**config.mk**
```make
export PLATFORM = sky130hd
export DESIGN_NAME = tap_instruction_scan_path
export DESIGN_NICKNAME = d
export VERILOG_FILES = /design/src/rtl/link_pin_sync.v /design/src/rtl/tap_instruction_scan_path.v
export VERILOG_INCLUDE_DIRS = /design/src /design/src/rtl
export SDC_FILE = /design/constraint.sdc
export NUM_CORES = 1
export LEC_CHECK = 0
export ABC_AREA = 1
export BUFFER_PORTS_ARGS = -buffer_cell sky130_fd_sc_hd__buf_2
export CORE_MARGIN = 10
export CORE_UTILIZATION = 50
export DETAILED_ROUTE_END_ITERATION = 10
export PLACE_DENSITY = 0.73
export SYNTH_ARGS = -nofsm -noshare
export SYNTH_HDL_FRONTEND = slang
export SYNTH_SLANG_ARGS = --single-unit
```
**constraint.sdc**
```tcl
create_clock -name mclk -period 2.1 [get_ports mclk]
set_clock_uncertainty 0.2 [all_clocks]
set_input_delay 0.315 -clock mclk [delete_from_list [all_inputs] [get_ports mclk]]
set_output_delay 0.315 -clock mclk [all_outputs]
set_load 0.03 [all_outputs]
```
**src/rtl/tap_scan_defs.vh**
```
/*
 * Constants for the test access port instruction-scan block.
 * Assumes inclusion by bare name from rtl/ design files only.
 */
`ifndef TAP_SCAN_DEFS_VH
`define TAP_SCAN_DEFS_VH

// instruction register width and field positions
`define IR_W            5
`define IR_MSB          4
`define IR_LSB          0

// fixed capture pattern, binary 01 in the two low bits
`define IR_CAPTURE      5'h01

// instruction forced while in test-logic-reset (identification)
`define IR_RESET        5'h00

// tap state vector width (one-hot)
`define TAP_STATE_W     16

// depth of the pin synchroniser, in mclk flip-flops
`define SYNC_STAGES     2

`endif

```
**src/rtl/link_pin_sync.v**
```verilog
/*
 * Two-flop synchronisers for the test clock, mode select and data-in pins,
 * plus rising and falling edge detection of the test clock.
 * Assumes the test clock is far slower than mclk (several mclk per phase).
 */
`timescale 1ns/1ps
module link_pin_sync (
    input  wire mclk,
    input  wire rst_n,
    input  wire tck,
    input  wire tms,
    input  wire tdi,
    output wire tck_rise,
    output wire tck_fall,
    output wire tms_s,
    output wire tdi_s
);
    reg [2:0] tck_meta;
    reg [1:0] tms_meta;
    reg [1:0] tdi_meta;

    // stage 0 feeds only stage 1; stage 2 is the delayed copy for edges
    always @(posedge mclk or negedge rst_n) begin
        if (!rst_n) begin
            tck_meta <= 3'h0;
            tms_meta <= 2'h3;
            tdi_meta <= 2'h3;
        end else begin
            tck_meta <= {tck_meta[1:0], tck};
            tms_meta <= {tms_meta[0], tms};
            tdi_meta <= {tdi_meta[0], tdi};
        end
    end

    assign tck_rise = tck_meta[1] & ~tck_meta[2];
    assign tck_fall = ~tck_meta[1] & tck_meta[2];
    assign tms_s    = tms_meta[1];
    assign tdi_s    = tdi_meta[1];
endmodule

```
**src/rtl/tap_instruction_scan_path.v**
```verilog
/*
 * Test access port controller with the instruction-register scan path.
 * The external test clock, mode select and data-in pins are sampled by
 * mclk; the external data-register path uses the capture, shift and update
 * strobes and returns its serial bit on dr_tdo.
 */
`timescale 1ns/1ps
`include "tap_scan_defs.vh"

// What this block does
// - in select-IR-scan, no data-register strobe fires, so data registers hold.
// - in select-IR-scan, instruction shift stage and latched output stay unchanged.
// - select-IR-scan plus rising edge with mode select low goes to capture-IR.
// - select-IR-scan plus rising edge with mode select high goes to reset.
// - capture-IR loads the shift stage with a fixed pattern on rising edge.
// - capture-IR with mode select high moves to exit1-IR, skipping shifting.
// - capture-IR with mode select low moves to shift-IR.
// - shift-IR links data-in to data-out, shifting one place per rising edge.
// - during shift-IR the latched instruction and data registers hold.
// - shift-IR with mode select low stays in shift-IR and shifts once.
// - shift-IR with mode select high moves to exit1-IR.
// - instruction register is a shift stage plus five-bit latched output.
// - exit1-IR goes to pause-IR on low, update-IR on high.
// - entering update-IR, falling edge latches shifted code as current instruction.
module tap_instruction_scan_path (
    input  wire                        mclk,
    input  wire                        rst_n,
    input  wire                        tck,
    input  wire                        tms,
    input  wire                        tdi,
    input  wire                        dr_tdo,
    output reg                         tdo,
    output reg                         tdo_oe,
    output reg  [`IR_MSB:`IR_LSB]      instr,
    output reg                         ir_updated,
    output reg                         tap_in_reset,
    output reg                         dr_capture,
    output reg                         dr_shift,
    output reg                         dr_update,
    output reg  [`TAP_STATE_W-1:0]     tap_state
);
    localparam [15:0] ST_RESET      = 16'h0001;
    localparam [15:0] ST_IDLE       = 16'h0002;
    localparam [15:0] ST_SEL_DR     = 16'h0004;
    localparam [15:0] ST_CAP_DR     = 16'h0008;
    localparam [15:0] ST_SHIFT_DR   = 16'h0010;
    localparam [15:0] ST_EXIT1_DR   = 16'h0020;
    localparam [15:0] ST_PAUSE_DR   = 16'h0040;
    localparam [15:0] ST_EXIT2_DR   = 16'h0080;
    localparam [15:0] ST_UPDATE_DR  = 16'h0100;
    localparam [15:0] ST_SEL_IR     = 16'h0200;
    localparam [15:0] ST_CAP_IR     = 16'h0400;
    localparam [15:0] ST_SHIFT_IR   = 16'h0800;
    localparam [15:0] ST_EXIT1_IR   = 16'h1000;
    localparam [15:0] ST_PAUSE_IR   = 16'h2000;
    localparam [15:0] ST_EXIT2_IR   = 16'h4000;
    localparam [15:0] ST_UPDATE_IR  = 16'h8000;

    wire                        tck_rise;
    wire                        tck_fall;
    wire                        tms_s;
    wire                        tdi_s;
    reg  [`TAP_STATE_W-1:0]     next_tap_state;
    reg  [`IR_MSB:`IR_LSB]      ir_shift;
    reg  [`IR_MSB:`IR_LSB]      next_ir_shift;

    // one-hot state decode, shared by every strobe and flag
    function in_state;
        input [`TAP_STATE_W-1:0] state;
        input [`TAP_STATE_W-1:0] code;
        begin
            in_state = (state == code);
        end
    endfunction

    link_pin_sync pin_sync (
        .mclk     (mclk),
        .rst_n    (rst_n),
        .tck      (tck),
        .tms      (tms),
        .tdi      (tdi),
        .tck_rise (tck_rise),
        .tck_fall (tck_fall),
        .tms_s    (tms_s),
        .tdi_s    (tdi_s)
    );

    // state transitions taken on each rising test-clock edge
    always @* begin
        next_tap_state = tap_state;
        case (tap_state)
            ST_RESET: begin
                if (tms_s) begin
                    next_tap_state = ST_RESET;
                end else begin
                    next_tap_state = ST_IDLE;
                end
            end
            ST_IDLE: begin
                if (tms_s) begin
                    next_tap_state = ST_SEL_DR;
                end else begin
                    next_tap_state = ST_IDLE;
                end
            end
            ST_SEL_DR: begin
                if (tms_s) begin
                    next_tap_state = ST_SEL_IR;
                end else begin
                    next_tap_state = ST_CAP_DR;
                end
            end
            ST_CAP_DR: begin
                if (tms_s) begin
                    next_tap_state = ST_EXIT1_DR;
                end else begin
                    next_tap_state = ST_SHIFT_DR;
                end
            end
            ST_SHIFT_DR: begin
                if (tms_s) begin
                    next_tap_state = ST_EXIT1_DR;
                end else begin
                    next_tap_state = ST_SHIFT_DR;
                end
            end
            ST_EXIT1_DR: begin
                if (tms_s) begin
                    next_tap_state = ST_UPDATE_DR;
                end else begin
                    next_tap_state = ST_PAUSE_DR;
                end
            end
            ST_PAUSE_DR: begin
                if (tms_s) begin
                    next_tap_state = ST_EXIT2_DR;
                end else begin
                    next_tap_state = ST_PAUSE_DR;
                end
            end
            ST_EXIT2_DR: begin
                if (tms_s) begin
                    next_tap_state = ST_UPDATE_DR;
                end else begin
                    next_tap_state = ST_SHIFT_DR;
                end
            end
            ST_UPDATE_DR: begin
                if (tms_s) begin
                    next_tap_state = ST_SEL_DR;
                end else begin
                    next_tap_state = ST_IDLE;
                end
            end
            ST_SEL_IR: begin
                if (tms_s) begin
                    next_tap_state = ST_RESET;
                end else begin
                    next_tap_state = ST_CAP_IR;
                end
            end
            ST_CAP_IR: begin
                if (tms_s) begin
                    next_tap_state = ST_EXIT1_IR;
                end else begin
                    next_tap_state = ST_SHIFT_IR;
                end
            end
            ST_SHIFT_IR: begin
                if (tms_s) begin
                    next_tap_state = ST_EXIT1_IR;
                end else begin
                    next_tap_state = ST_SHIFT_IR;
                end
            end
            ST_EXIT1_IR: begin
                if (tms_s) begin
                    next_tap_state = ST_UPDATE_IR;
                end else begin
                    next_tap_state = ST_PAUSE_IR;
                end
            end
            ST_PAUSE_IR: begin
                if (tms_s) begin
                    next_tap_state = ST_EXIT2_IR;
                end else begin
                    next_tap_state = ST_PAUSE_IR;
                end
            end
            ST_EXIT2_IR: begin
                if (tms_s) begin
                    next_tap_state = ST_UPDATE_IR;
                end else begin
                    next_tap_state = ST_SHIFT_IR;
                end
            end
            ST_UPDATE_IR: begin
                if (tms_s) begin
                    next_tap_state = ST_SEL_DR;
                end else begin
                    next_tap_state = ST_IDLE;
                end
            end
            default: begin
                next_tap_state = ST_RESET;
            end
        endcase
    end

    // instruction shift stage: only capture-IR and shift-IR change it
    always @* begin
        next_ir_shift = ir_shift;
        case (tap_state)
            ST_CAP_IR: begin
                next_ir_shift = `IR_CAPTURE;
            end
            ST_SHIFT_IR: begin
                next_ir_shift = {tdi_s, ir_shift[`IR_MSB:`IR_LSB+1]};
            end
            default: begin
                next_ir_shift = ir_shift;
            end
        endcase
    end

    always @(posedge mclk or negedge rst_n) begin
        if (!rst_n) begin
            tap_state <= ST_RESET;
        end else if (tck_rise) begin
            tap_state <= next_tap_state;
        end
    end

    // shift stage is a separate register from the latched output
    always @(posedge mclk or negedge rst_n) begin
        if (!rst_n) begin
            ir_shift <= `IR_CAPTURE;
        end else if (tck_rise) begin
            ir_shift <= next_ir_shift;
        end
    end

    // latched instruction: only update-IR or reset changes it
    always @(posedge mclk or negedge rst_n) begin
        if (!rst_n) begin
            instr      <= `IR_RESET;
            ir_updated <= 1'b0;
        end else begin
            ir_updated <= 1'b0;
            if (in_state(tap_state, ST_RESET)) begin
                instr <= `IR_RESET;
            end else if (tck_fall && in_state(tap_state, ST_UPDATE_IR)) begin
                instr      <= ir_shift;
                ir_updated <= 1'b1;
            end else begin
                instr <= instr;
            end
        end
    end

    // data-register strobes fire only in data-register states
    always @(posedge mclk or negedge rst_n) begin
        if (!rst_n) begin
            dr_capture <= 1'b0;
            dr_shift   <= 1'b0;
            dr_update  <= 1'b0;
        end else begin
            dr_capture <= tck_rise && in_state(tap_state, ST_CAP_DR);
            dr_shift   <= tck_rise && in_state(tap_state, ST_SHIFT_DR);
            dr_update  <= tck_fall && in_state(tap_state, ST_UPDATE_DR);
        end
    end

    // serial output changes on the falling test-clock edge
    always @(posedge mclk or negedge rst_n) begin
        if (!rst_n) begin
            tdo    <= 1'b0;
            tdo_oe <= 1'b0;
        end else if (tck_fall) begin
            case (tap_state)
                ST_SHIFT_IR: begin
                    tdo    <= ir_shift[`IR_LSB];
                    tdo_oe <= 1'b1;
                end
                ST_SHIFT_DR: begin
                    tdo    <= dr_tdo;
                    tdo_oe <= 1'b1;
                end
                default: begin
                    tdo    <= 1'b0;
                    tdo_oe <= 1'b0;
                end
            endcase
        end
    end

    always @(posedge mclk or negedge rst_n) begin
        if (!rst_n) begin
            tap_in_reset <= 1'b1;
        end else begin
            tap_in_reset <= in_state(tap_state, ST_RESET);
        end
    end
endmodule

```
# == Word level (Yosys, flattened, before mapping) ==
# Cells that the tools add are included.
# totals
register_bits,40
word_cells,64
# op_classes
muxes,20
eq_ne,16
n_bitwise,4
n_reduce_logical,11
# op_table
op,count
16-bit case mux with 12 select lines,1
16-bit two-way mux,2
9-bit two-way mux,2
"16-bit by 1-bit equality test with 1-bit output, second input constant",1
"16-bit by 10-bit equality test with 1-bit output, second input constant",1
"16-bit by 11-bit equality test with 1-bit output, second input constant",1
"16-bit by 12-bit equality test with 1-bit output, second input constant",1
"16-bit by 13-bit equality test with 1-bit output, second input constant",1
"16-bit by 14-bit equality test with 1-bit output, second input constant",1
"16-bit by 15-bit equality test with 1-bit output, second input constant",1
"16-bit equality test, second input constant",1
"16-bit by 2-bit equality test with 1-bit output, second input constant",1
"16-bit by 3-bit equality test with 1-bit output, second input constant",1
"16-bit by 4-bit equality test with 1-bit output, second input constant",1
"16-bit by 5-bit equality test with 1-bit output, second input constant",1
"16-bit by 6-bit equality test with 1-bit output, second input constant",1
"16-bit by 7-bit equality test with 1-bit output, second input constant",1
"16-bit by 8-bit equality test with 1-bit output, second input constant",1
"16-bit by 9-bit equality test with 1-bit output, second input constant",1
15-bit two-way mux,1
13-bit two-way mux,1
11-bit two-way mux,1
10-bit two-way mux,1
5-bit two-way mux,2
14 further kinds,24

# == Logic depth before layout (Yosys ltp) ==
# Gate-level depths: netlist (run 1).
# depth
ltp_word,5
ltp_mapped,11

# == Modules after synthesis ==
# From an unflattened synthesis (run 1), not the netlist that was laid out.
# unflattened
cells_unflattened,220
hier_area_um2,1944.4
# by_module_without_submodules
module,n_inst,area_each_um2,cells_per_inst
tap_instruction_scan_path,1,1749.2,209
link_pin_sync,1,195.2,11

# == Worst setup path before layout (run 1) ==
# OpenSTA, ideal clock, no wires.
# synth_path
path_type,register to register
start,reg tap_state[2]
end,reg instr[1] (netlist name)
stages_incl_launch_ff,9
arrival_time_ns,1.413
path_buffers,0
setup_slack_ns,0.366
required_time_ns,1.778
setup_ns,0.122
cell_sequence,dfrtp_1 -> nor2_2 -> nand2_2 -> nor2_8 -> inv_4 -> nor2_8 -> nand4_4 -> nand3_1 -> o21ai_1
# synth_between
elab_chain_len,3
word_cells_on_any_way,5
# synth_lines
element,line_no,source
"start, declared",tap_instruction_scan_path.v:40,output reg [`TAP_STATE_W-1:0] tap_state
"start signal, assigned",tap_instruction_scan_path.v:230,tap_state <= next_tap_state;
16-bit equality test,tap_instruction_scan_path.v:72,in_state = (state == code);
1-bit logical AND,tap_instruction_scan_path.v:252,"end else if (tck_fall && in_state(tap_state, ST_UPDATE_IR)) begin"
2-bit nonzero test (no source line),-,
"end signal, assigned",tap_instruction_scan_path.v:251,instr <= `IR_RESET;
"end signal, assigned",tap_instruction_scan_path.v:253,instr <= ir_shift;
"end signal, assigned",tap_instruction_scan_path.v:256,instr <= instr;
"end, declared",tap_instruction_scan_path.v:34,"output reg [`IR_MSB:`IR_LSB] instr,"
# Parallel ways exist; a longest one is shown, timed or not.
# A chain may end at the register's enable or synchronous reset.

# == Worst setup path after layout (run 1) ==
# layout_path
start,reg tap_state[2]
end,reg tdo
# layout_between
elab_chain_len,2
word_cells_on_any_way,3
# layout_lines
element,line_no,source
16-bit by 5-bit equality test with 1-bit output / 16-bit by 12-bit equality test with 1-bit output (equally long branches),tap_instruction_scan_path.v:280,case (tap_state)
1-bit case mux with 2 select lines *,tap_instruction_scan_path.v:280,
"end signal, assigned",tap_instruction_scan_path.v:282,tdo <= ir_shift[`IR_LSB];
"end signal, assigned",tap_instruction_scan_path.v:286,tdo <= dr_tdo;
"end, declared",tap_instruction_scan_path.v:32,"output reg tdo,"
# Mark *: on every way between the ends. The rest lies on a longest branch, timed or not.

==> implementation parameters, run 1 <==
Parameter                              Value

Worst hold path
  Class of the most critical hold timing path ... in2reg
  Beginning of the worst hold path ... dr_tdo

Floorplanning
  Die W ... 82.08 um
  Die Ht ... approximately 82 um
  Core Area ... 3689 sq um
  Placement Rows ... 22
  Ports placed on the boundary ... 34
  Die Area ... 6737 sq um
  Starting utilization of the core area ... 52.24%

Pwr
  Power density over cell area ... a little under 900 nW/um^2
  Sequential cell fraction of total power ... 43.0%
  Reported net switching power ... 680.0 uW
  Clock network fraction of design power ... 31.5%
  Leakage power ... 1.175 nW
  Worst ir drop on vdd ... 0.4626 mV
  Switching fraction of total power ... 33.67%
  Logic pwr share ... about a quarter
  Internal power consumption ... 1.339 mW

Clock tree
  Clock slew seen by the registers of the worst setup and hold paths ... 80 ps
  Buffers from clock root to sink, at most ... 2
  TritonCTS clock tree ... done
  Root buffer selected by CTS ... clkbuf_8
  Number of buffers created by CTS ... 5
  CTS resizes ... 0
  Number of sinks driven by the clock tree ... 40
  Clock latency of the later-clocked register in the worst-skew pair ... 300 ps
  Number of levels the H-tree was split into ... 2

STA
  Final Max Slew Viols ... 0
  Post-route clock period utilization ... 85.37%
  Setup violation total in the final timing report ... 0
  Setup repair after global routing missed its margin ... false
  Post-route setup TNS ... 0 ps
  Hold violation total from the final report ... 0
  Final critical delay including setup and external delays ... 1793 ps
  Worst-case hold slack ... 70.30 ps
  Relative slew margins ... 68.87%
  Slew at the pin closest to its max-slew limit ... 467.0 ps
  Maximum operating frequency ... around 560 MHz

Yosys
  Combinational family with the most area after synthesis ... simple AND/OR/NAND/NOR gates
  #FFs+latches synth ... 40
  Mean area per synthesized cell ... 9.046 sq um
  Mapped Nets ... 219
  Multiplexer share of the synthesized area ... 0%
  Area fraction in compound gates after synthesis ... 8.506%
  Sequential fraction of the synthesis area ... 52.40%
  Simple logic cell fraction of the synthesized area ... 32.47%
  Post-synthesis share of cell area spent on xor and xnor gates ... 0%
  Count of warnings emitted by yosys ... 0
  Adder and majority gate portion of the synthesized area ... 0%
  Synthesized instance count ... between 200 and 250
  Count of cell types in the netlist ... 29
  Post-Synthesis Cell Area ... 1927 sq um

Place
  Placed instance area ... 2172 sq um
  IO Port Bufs ... 33
  HPWL reported at the end of detailed placement ... between 3 and 4 mm
  Routability Congestion ... 0.8375

Final layout
  Area of combinational cells with multiple inputs ... 789.5 sq um
  Number of fill cells ... 321
  Most frequent standard cell in the layout excluding fill and tap cells ... nand2_1
  Ant. Diodes ... 0
  Post-route cell area ... ~2300 sq um
  Post-layout net count ... 264
  Fraction of layout instances using a drive strength above 1 ... 28.96%
  Footprint of the flip-flops and latches ... 1010 sq um
  Commonest cells after routing, fill and taps aside ... 38 x nand2_1, 33 x dfrtp_1, 33 x buf_2, 28 x nor2_1, 24 x inv_1
  Layout area overhead ... 20.78%

Critical path
  Maximum fanout count along the critical path ... 7
  Delay of the slowest critical-path stage ... 420 ps
  Required time worst endpoint ... 2120 ps
  R2R Path End ... tdo$_DFFE_PN0P_
  Worst Reg2Reg Path Length in Cells ... 7
  Capturing element type of the critical path ... flop
  Crit path depth ... 7
  Crit-path cells ... nor2_2 > nand2_2 > nor2_8 > inv_4 > nor3_4 > nand2_1 > a31oi_1
  CP Class ... reg2reg
  CP top delay family ... simple AND/OR/NAND/NOR gates
  Arrival time at the worst endpoint ... 1810 ps
  Flop-to-flop setup slack ... around 300 ps
  Critical Path Source Type ... flop
  Cell type of the slowest stage on the worst timing path ... dfrtp_1
  First element of the critical path ... tap_state[2]$_DFFE_PN0P_
  WP buf/inv ... 1
  Termination of the worst setup path ... tdo$_DFFE_PN0P_
  Startpoint of the most critical register-to-register path ... tap_state[2]$_DFFE_PN0P_

Drt
  Vias/cell ... 5.026
  Drt pass-1 iters ... 4
  Number of vias in the routed layout ... ~1500
  Remaining number of nets flagged by the antenna check after routing ... 0
  Amount of wire on met2 after detailed routing ... 1.866 mm
  DR WL met3 ... 419 um
  Detailed router's first-iteration violation count ... between 100 and 150
  Routed Wire Length ... 4.208 mm
  M1 WL ... 1.833 mm
  Top metal layer carrying routed signals ... met4
  DRC violation count after routing ... 0
  Post-DR wirelength/cell ... 13.71 um

Global routing
  First-pass GRT wire length ... 7.107 mm
  Overall global routing resource usage ... 13.61%
  Maximum number of pins on one net before global-route repair ... 22
  Via count of the first global-routing pass ... ~1500
  Number of antenna violations at the first check in global routing ... 0
  Residual overflow from global routing ... 0

Run status
  Run status ... complete, no violations

Flow run
  Max Cap Viol ... 0
[power by group through the flow]
stage	clock network (mW)	registers, mW	logic [mW]
floorplan	0	0.955	0.309
global placement	0	0.881	0.505
detailed placement	0	0.883	0.511
CTS	0.654	0.869	0.520
global route	0.687	0.875	0.564
finish	0.637	0.868	0.515
[worst min-delay path: stages]
cell and delay, ps:
buf_2 90, nand2_1 50, a31oi_1 70
[through the flow]
step | total power [mW] | utilization, % | std cells | worst slack, ps
after floorplan | 1.264 | - | 213 | 365.6
after global placement | 1.385 | 58.89 | 295 | 359.8
after detailed placement | 1.394 | 58.89 | 295 | 346.0
after CTS | 2.043 | 63.09 | 307 | 298.9
after global routing | 2.126 | 63.09 | 307 | 137.2
final | 2.019 | 63.09 | 307 | 307.3
[cell usage after synthesis, drive strengths merged]
cell type,number,share of area [%]
nor3,6,2.1
dfstp,7,9.5
o21ai,19,4.9
buf,1,0.58
nand2,44,10
a31oi,2,0.65
nand4,3,2.5
clkinv,1,0.26
o22ai,5,1.6
dfrtp,33,43
nor2,38,12
a21oi,2,0.52
a21o,1,0.39
inv,28,5.6
a22oi,1,0.39
nand3b,2,0.78
clkbuf,1,0.19
and3,1,0.32
nand3,18,4.7
[registers in the layout, indices dropped and copies added, names as in the netlist]
signal / cells
dr_capture: 1
dr_shift: 1
dr_update: 1
instr: 5
ir_shift: 5
ir_updated: 1
pin_sync.tck_meta: 3
pin_sync.tdi_meta: 2
pin_sync.tms_meta: 2
tap_in_reset: 1
tap_state: 16
tdo: 1
tdo_oe: 1
[what timing repair did]
item / 4_1_cts / 5_1_grt
endpoints found under the hold margin: 19 / 0
buffers inserted: 0 / 0
hold buffers: 4 / 0
[worst min-delay path by stage]
stage | endpoint | slack (ps) | depth (start not counted)
after floorplan | dr_capture$_DFF_PN0_ | -180 | 0
after global placement | tap_state[6]$_DFFE_PN0P_ | 100 | 1
after detailed placement | tap_state[6]$_DFFE_PN0P_ | 100 | 1
after CTS | tdo$_DFFE_PN0P_ | 70 | 3
after global routing | tdo$_DFFE_PN0P_ | 70 | 3
final | tdo$_DFFE_PN0P_ | 70 | 3
[cell families after synthesis]
group	Yosys count
buffers and inverters	31
AO/OA/AOI/OAI	30
flip-flops	40
AND/OR/NAND/NOR	112
[metal layers]
metal  vias up  GRT usage [%]
li1        773              -
met1       709          17.84
met2        51          19.59
met3        10          5.568
met4         0          5.272
met5         -              0
[cell type report]
type                    count  area share, %
well taps                  48          2.581
repair buffers             40          10.32
multi-input cells         142          33.92
clock buffers               5          2.957
flip-flops and latches     40          43.39
clock inverters             3          1.989
inverters                  29          4.839
No activity file was read; power rests on OpenSTA's default activity.
==> run 2, diff against run 1 <==
--- a/config.mk
+++ b/config.mk
@@ -11,7 +11,8 @@
 export CORE_MARGIN = 10
 export CORE_UTILIZATION = 50
 export DETAILED_ROUTE_END_ITERATION = 10
-export PLACE_DENSITY = 0.73
+export PLACE_DENSITY = 0.72
 export SYNTH_ARGS = -nofsm -noshare
 export SYNTH_HDL_FRONTEND = slang
+export SYNTH_HIERARCHICAL = 1
 export SYNTH_SLANG_ARGS = --single-unit
==> run 2 against run 1 <==
Largest cell class unchanged. Global-route usage rose by 0.088 points. Critical endpoint is now tap_state[0]$_DFFE_PN1P_. Via count up 0.97%. Register-to-register slack gained 50 ps. Combinational power is essentially flat. Synthesized cell count increased by 3.3%.
==> implementation parameters, run 2 <==
Parameter                              Value

Flow run
  Max Cap Viol ... 0 (unchanged)

Final layout
  Commonest cells after routing, fill and taps aside ... 39 x nand2_1, 33 x dfrtp_1, 33 x buf_2, 30 x inv_1, 30 x nor2_1
  Register ranked first by flip-flop count ... tap_state
  Non-filler cells in the finished layout ... 314 (+2.3%)
  Area of combinational cells with multiple inputs ... 795.8 sq um (+0.79%)
  Layout area overhead ... 20.85% (about the same)
  Top Registers ... tap_state (16), instr (5), ir_shift (5)
  Most frequent standard cell in the layout excluding fill and tap cells ... nand2_1
  Ant. Diodes ... 0 (unchanged)
  Number of fill cells ... 324 (+0.93%)
  Footprint of the flip-flops and latches ... 1010 sq um (unchanged)
  Final cell utilization of the core ... 63.23% (+0.14 points)
  Max reg flops ... 16 (unchanged)
  Post-route cell area ... 2350 sq um (+0.97%)
  Post-layout net count ... 271 (+2.7%)
  Fraction of layout instances using a drive strength above 1 ... 28.20% (-0.76 points)

Global routing
  Residual overflow from global routing ... 0 (unchanged)
  First-pass GRT wire length ... 7.210 mm (+1.4%)
  Via count of the first global-routing pass ... 1545 (+4.3%)
  Overall global routing resource usage ... 13.70% (+0.088 points)
  Number of antenna violations at the first check in global routing ... 0 (unchanged)
  Maximum number of pins on one net before global-route repair ... 16 (-27%)

Pwr
  Reported net switching power ... 664.5 uW (-2.3%)
  Power density over cell area ... 904.6 nW/um^2 (+4.3%)
  Clock network fraction of design power ... 34.9% (+3.4 points)
  Power consumption ... 2.126 mW (+5.3%)
  Sequential cell fraction of total power ... 40.9% (-2.1 points)
  Logic pwr share ... 24.2% (-1.3 points)
  Switching fraction of total power ... 31.26% (-2.4 points)
  Leakage power ... 1.207 nW (+2.7%)
  Internal power consumption ... 1.461 mW (+9.1%)
  Worst ir drop on vdd ... 0.4436 mV (-4.1%)

STA
  Hold violation total from the final report ... 0 (unchanged)
  Post-route clock period utilization ... 83.11% (-2.3 points)
  Final Max Slew Viols ... 0 (unchanged)
  Post-route setup TNS ... 0 ps (unchanged)
  Setup repair after global routing missed its margin ... false
  Relative slew margins ... 69.10% (+0.23 points)
  Slew at the pin closest to its max-slew limit ... 461.9 ps (-5.121 ps)
  Final critical delay including setup and external delays ... 1745 ps (-47.30 ps)
  Maximum operating frequency ... 572.9 MHz (+2.7%)
  Setup violation total in the final timing report ... 0 (unchanged)

Critical path
  Termination of the worst setup path ... tap_state[0]$_DFFE_PN1P_
  Worst Reg2Reg Path Length in Cells ... 10 (+3)
  Capturing element type of the critical path ... flop
  Arrival time at the worst endpoint ... 1790 ps (-20 ps)
  CP Class ... reg2reg
  R2R Path End ... tap_state[0]$_DFFE_PN1P_
  Maximum fanout count along the critical path ... 5 (-2)
  First element of the critical path ... tap_state[0]$_DFFE_PN1P_
  Critical Path Source Type ... flop
  Startpoint of the most critical register-to-register path ... tap_state[0]$_DFFE_PN1P_
  Flop-to-flop setup slack ... 350 ps (+50 ps)
  Required time worst endpoint ... 2150 ps (+30 ps)

Floorplanning
  Die Area ... 6783 sq um (+0.68%)
  Die Ht ... 82.36 um (+0.34%)
  Core Area ... 3716 sq um (+0.75%)
  Starting utilization of the core area ... 52.32% (+0.084 points)
  Placement Rows ... 22 (unchanged)
  Die W ... 82.36 um (+0.34%)
  Ports placed on the boundary ... 34 (unchanged)

Yosys
  Mean area per synthesized cell ... 8.838 sq um (-2.3%)
  Mapped Nets ... 226 (+3.2%)
  Main synth FF type ... dfrtp_1
  Proportion of synthesized flip-flops having asynchronous set or reset ... 100.0% (unchanged)
  Share of Yosys cell area claimed by the top area cell type ... 42.47% (-0.39 points)
  Largest cells by area after synthesis ... dfrtp_1 42%, dfstp_2 9.5%, nand2_1 7.5%
  Synthesized instance count ... 220 (+3.3%)
  Post-Synthesis Cell Area ... 1944 sq um (+0.91%)
  Largest area contributor in the netlist ... dfrtp_1
  Most frequently used cell type in the post-synthesis netlist ... nand2_1
  Sequential fraction of the synthesis area ... 51.93% (-0.47 points)
  Number of synthesized flops with an enable pin ... 0 (unchanged)
  #FFs+latches synth ... 40 (unchanged)
  Count of warnings emitted by yosys ... 6 (+6)
  Count of cell types in the netlist ... 25 (-14%)
  Top post-synthesis cells by count ... 39 x nand2_1, 33 x dfrtp_1, 30 x inv_1, 30 x nor2_1, 20 x nand3_1

Clock tree
  TritonCTS clock tree ... done
  CTS resizes ... 0 (unchanged)
  Number of levels the H-tree was split into ... 2 (unchanged)
  Number of sinks driven by the clock tree ... 40 (unchanged)
  Number of buffers created by CTS ... 5 (unchanged)
  Root buffer selected by CTS ... clkbuf_8
  Clock latency of the later-clocked register in the worst-skew pair ... 300 ps (about the same)
  Buffers from clock root to sink, at most ... 2 (unchanged)
  Clock slew seen by the registers of the worst setup and hold paths ... 80 ps (about the same)

Place
  HPWL reported at the end of detailed placement ... 3.298 mm (+1.1%)
  Placed instance area ... 2177 sq um (+0.23%)
  Cell count after placement ... 302 (+2.4%)
  Routability Congestion ... 0.9177 (+9.6%)
  IO Port Bufs ... 33 (unchanged)

Drt
  Remaining number of nets flagged by the antenna check after routing ... 0 (unchanged)
  DRC violation count after routing ... 0 (unchanged)
  Post-DR wirelength/cell ... 13.61 um (-0.72%)
  Detailed router's first-iteration violation count ... 80 (-32%)
  Drt pass-1 iters ... 4 (unchanged)
  Vias/cell ... 4.962 (-1.3%)
  Number of vias in the routed layout ... 1558 (+0.97%)
  Routed Wire Length ... 4.273 mm (+1.5%)

Worst hold path
  Class of the most critical hold timing path ... in2reg
  Beginning of the worst hold path ... dr_tdo

Run status
  Run status ... complete, no violations
## run 2: cell families after synthesis
kind of cell,after synthesis,share of synthesized area (%)
compound gates,30,8.623
buf+inv,35,7.143
flops,40,51.93
simple gates,115,32.30
## run 2: worst min path at each step
| stage | slack (ps) | end | depth (start not counted) |
|---|---|---|---|
| 2_1_floorplan | -180 | dr_capture$_DFF_PN0_ | 0 |
| 3_3_place_gp | 30 | tap_state[7]$_DFFE_PN0P_ | 1 |
| 3_5_place_dp | 30 | tap_state[7]$_DFFE_PN0P_ | 1 |
| 4_1_cts | 70 | tdo$_DFFE_PN0P_ | 3 |
| 5_1_grt | 80 | tdo$_DFFE_PN0P_ | 3 |
| 6_report | 80 | tdo$_DFFE_PN0P_ | 3 |
## run 2: final cells by class
cell class	count	area share, %
clock buffer	6	3.088
clock inverter	2	2.556
inverter	33	5.272
multi-input combinational	145	33.87
sequential	40	42.97
tap	48	2.556
timing repair buffer	40	9.691
## run 2: power groups by stage
| stage | Combinational (mW) | Clock [mW] | Sequential [mW] |
|---|---|---|---|
| finish | 0.515 | 0.742 | 0.869 |
| global route | 0.569 | 0.789 | 0.875 |
| CTS | 0.517 | 0.751 | 0.869 |
| detailed placement | 0.510 | 0 | 0.883 |
| global placement | 0.511 | 0 | 0.883 |
| floorplan | 0.307 | 0 | 0.957 |
## run 2: critical path: stages (launching register included)
cell and delay, ps:
dfstp_2 580, nor2_2 70, nand2_2 160, nor2_8 60, nand3_1 110, nand2_1 100
nor2_1 150, nand2_1 70, nor2_1 90, nand2_1 50, nand2_1 50
## run 2: timing repair
action                                 4_1_cts  5_1_grt
endpoints found under the hold margin       15        0
hold buffers                                 4        0
setup buffers                                0        0
## run 2: routing by layer
layer | share of wire, % | track usage, %
met2 | 47 | 21.93
met4 | 1.5 | 5.612
met5 | 0 | 0
met3 | 7.7 | 3.780
met1 | 44 | 17.07
## run 2: through the flow
step	setup WS, ps	hold slack (ps)
2_1_floorplan	414.4	-180.6
3_3_place_gp	387.0	34.51
3_5_place_dp	380.0	34.93
4_1_cts	359.4	70.06
5_1_grt	237.5	84.25
6_report	354.6	76.69
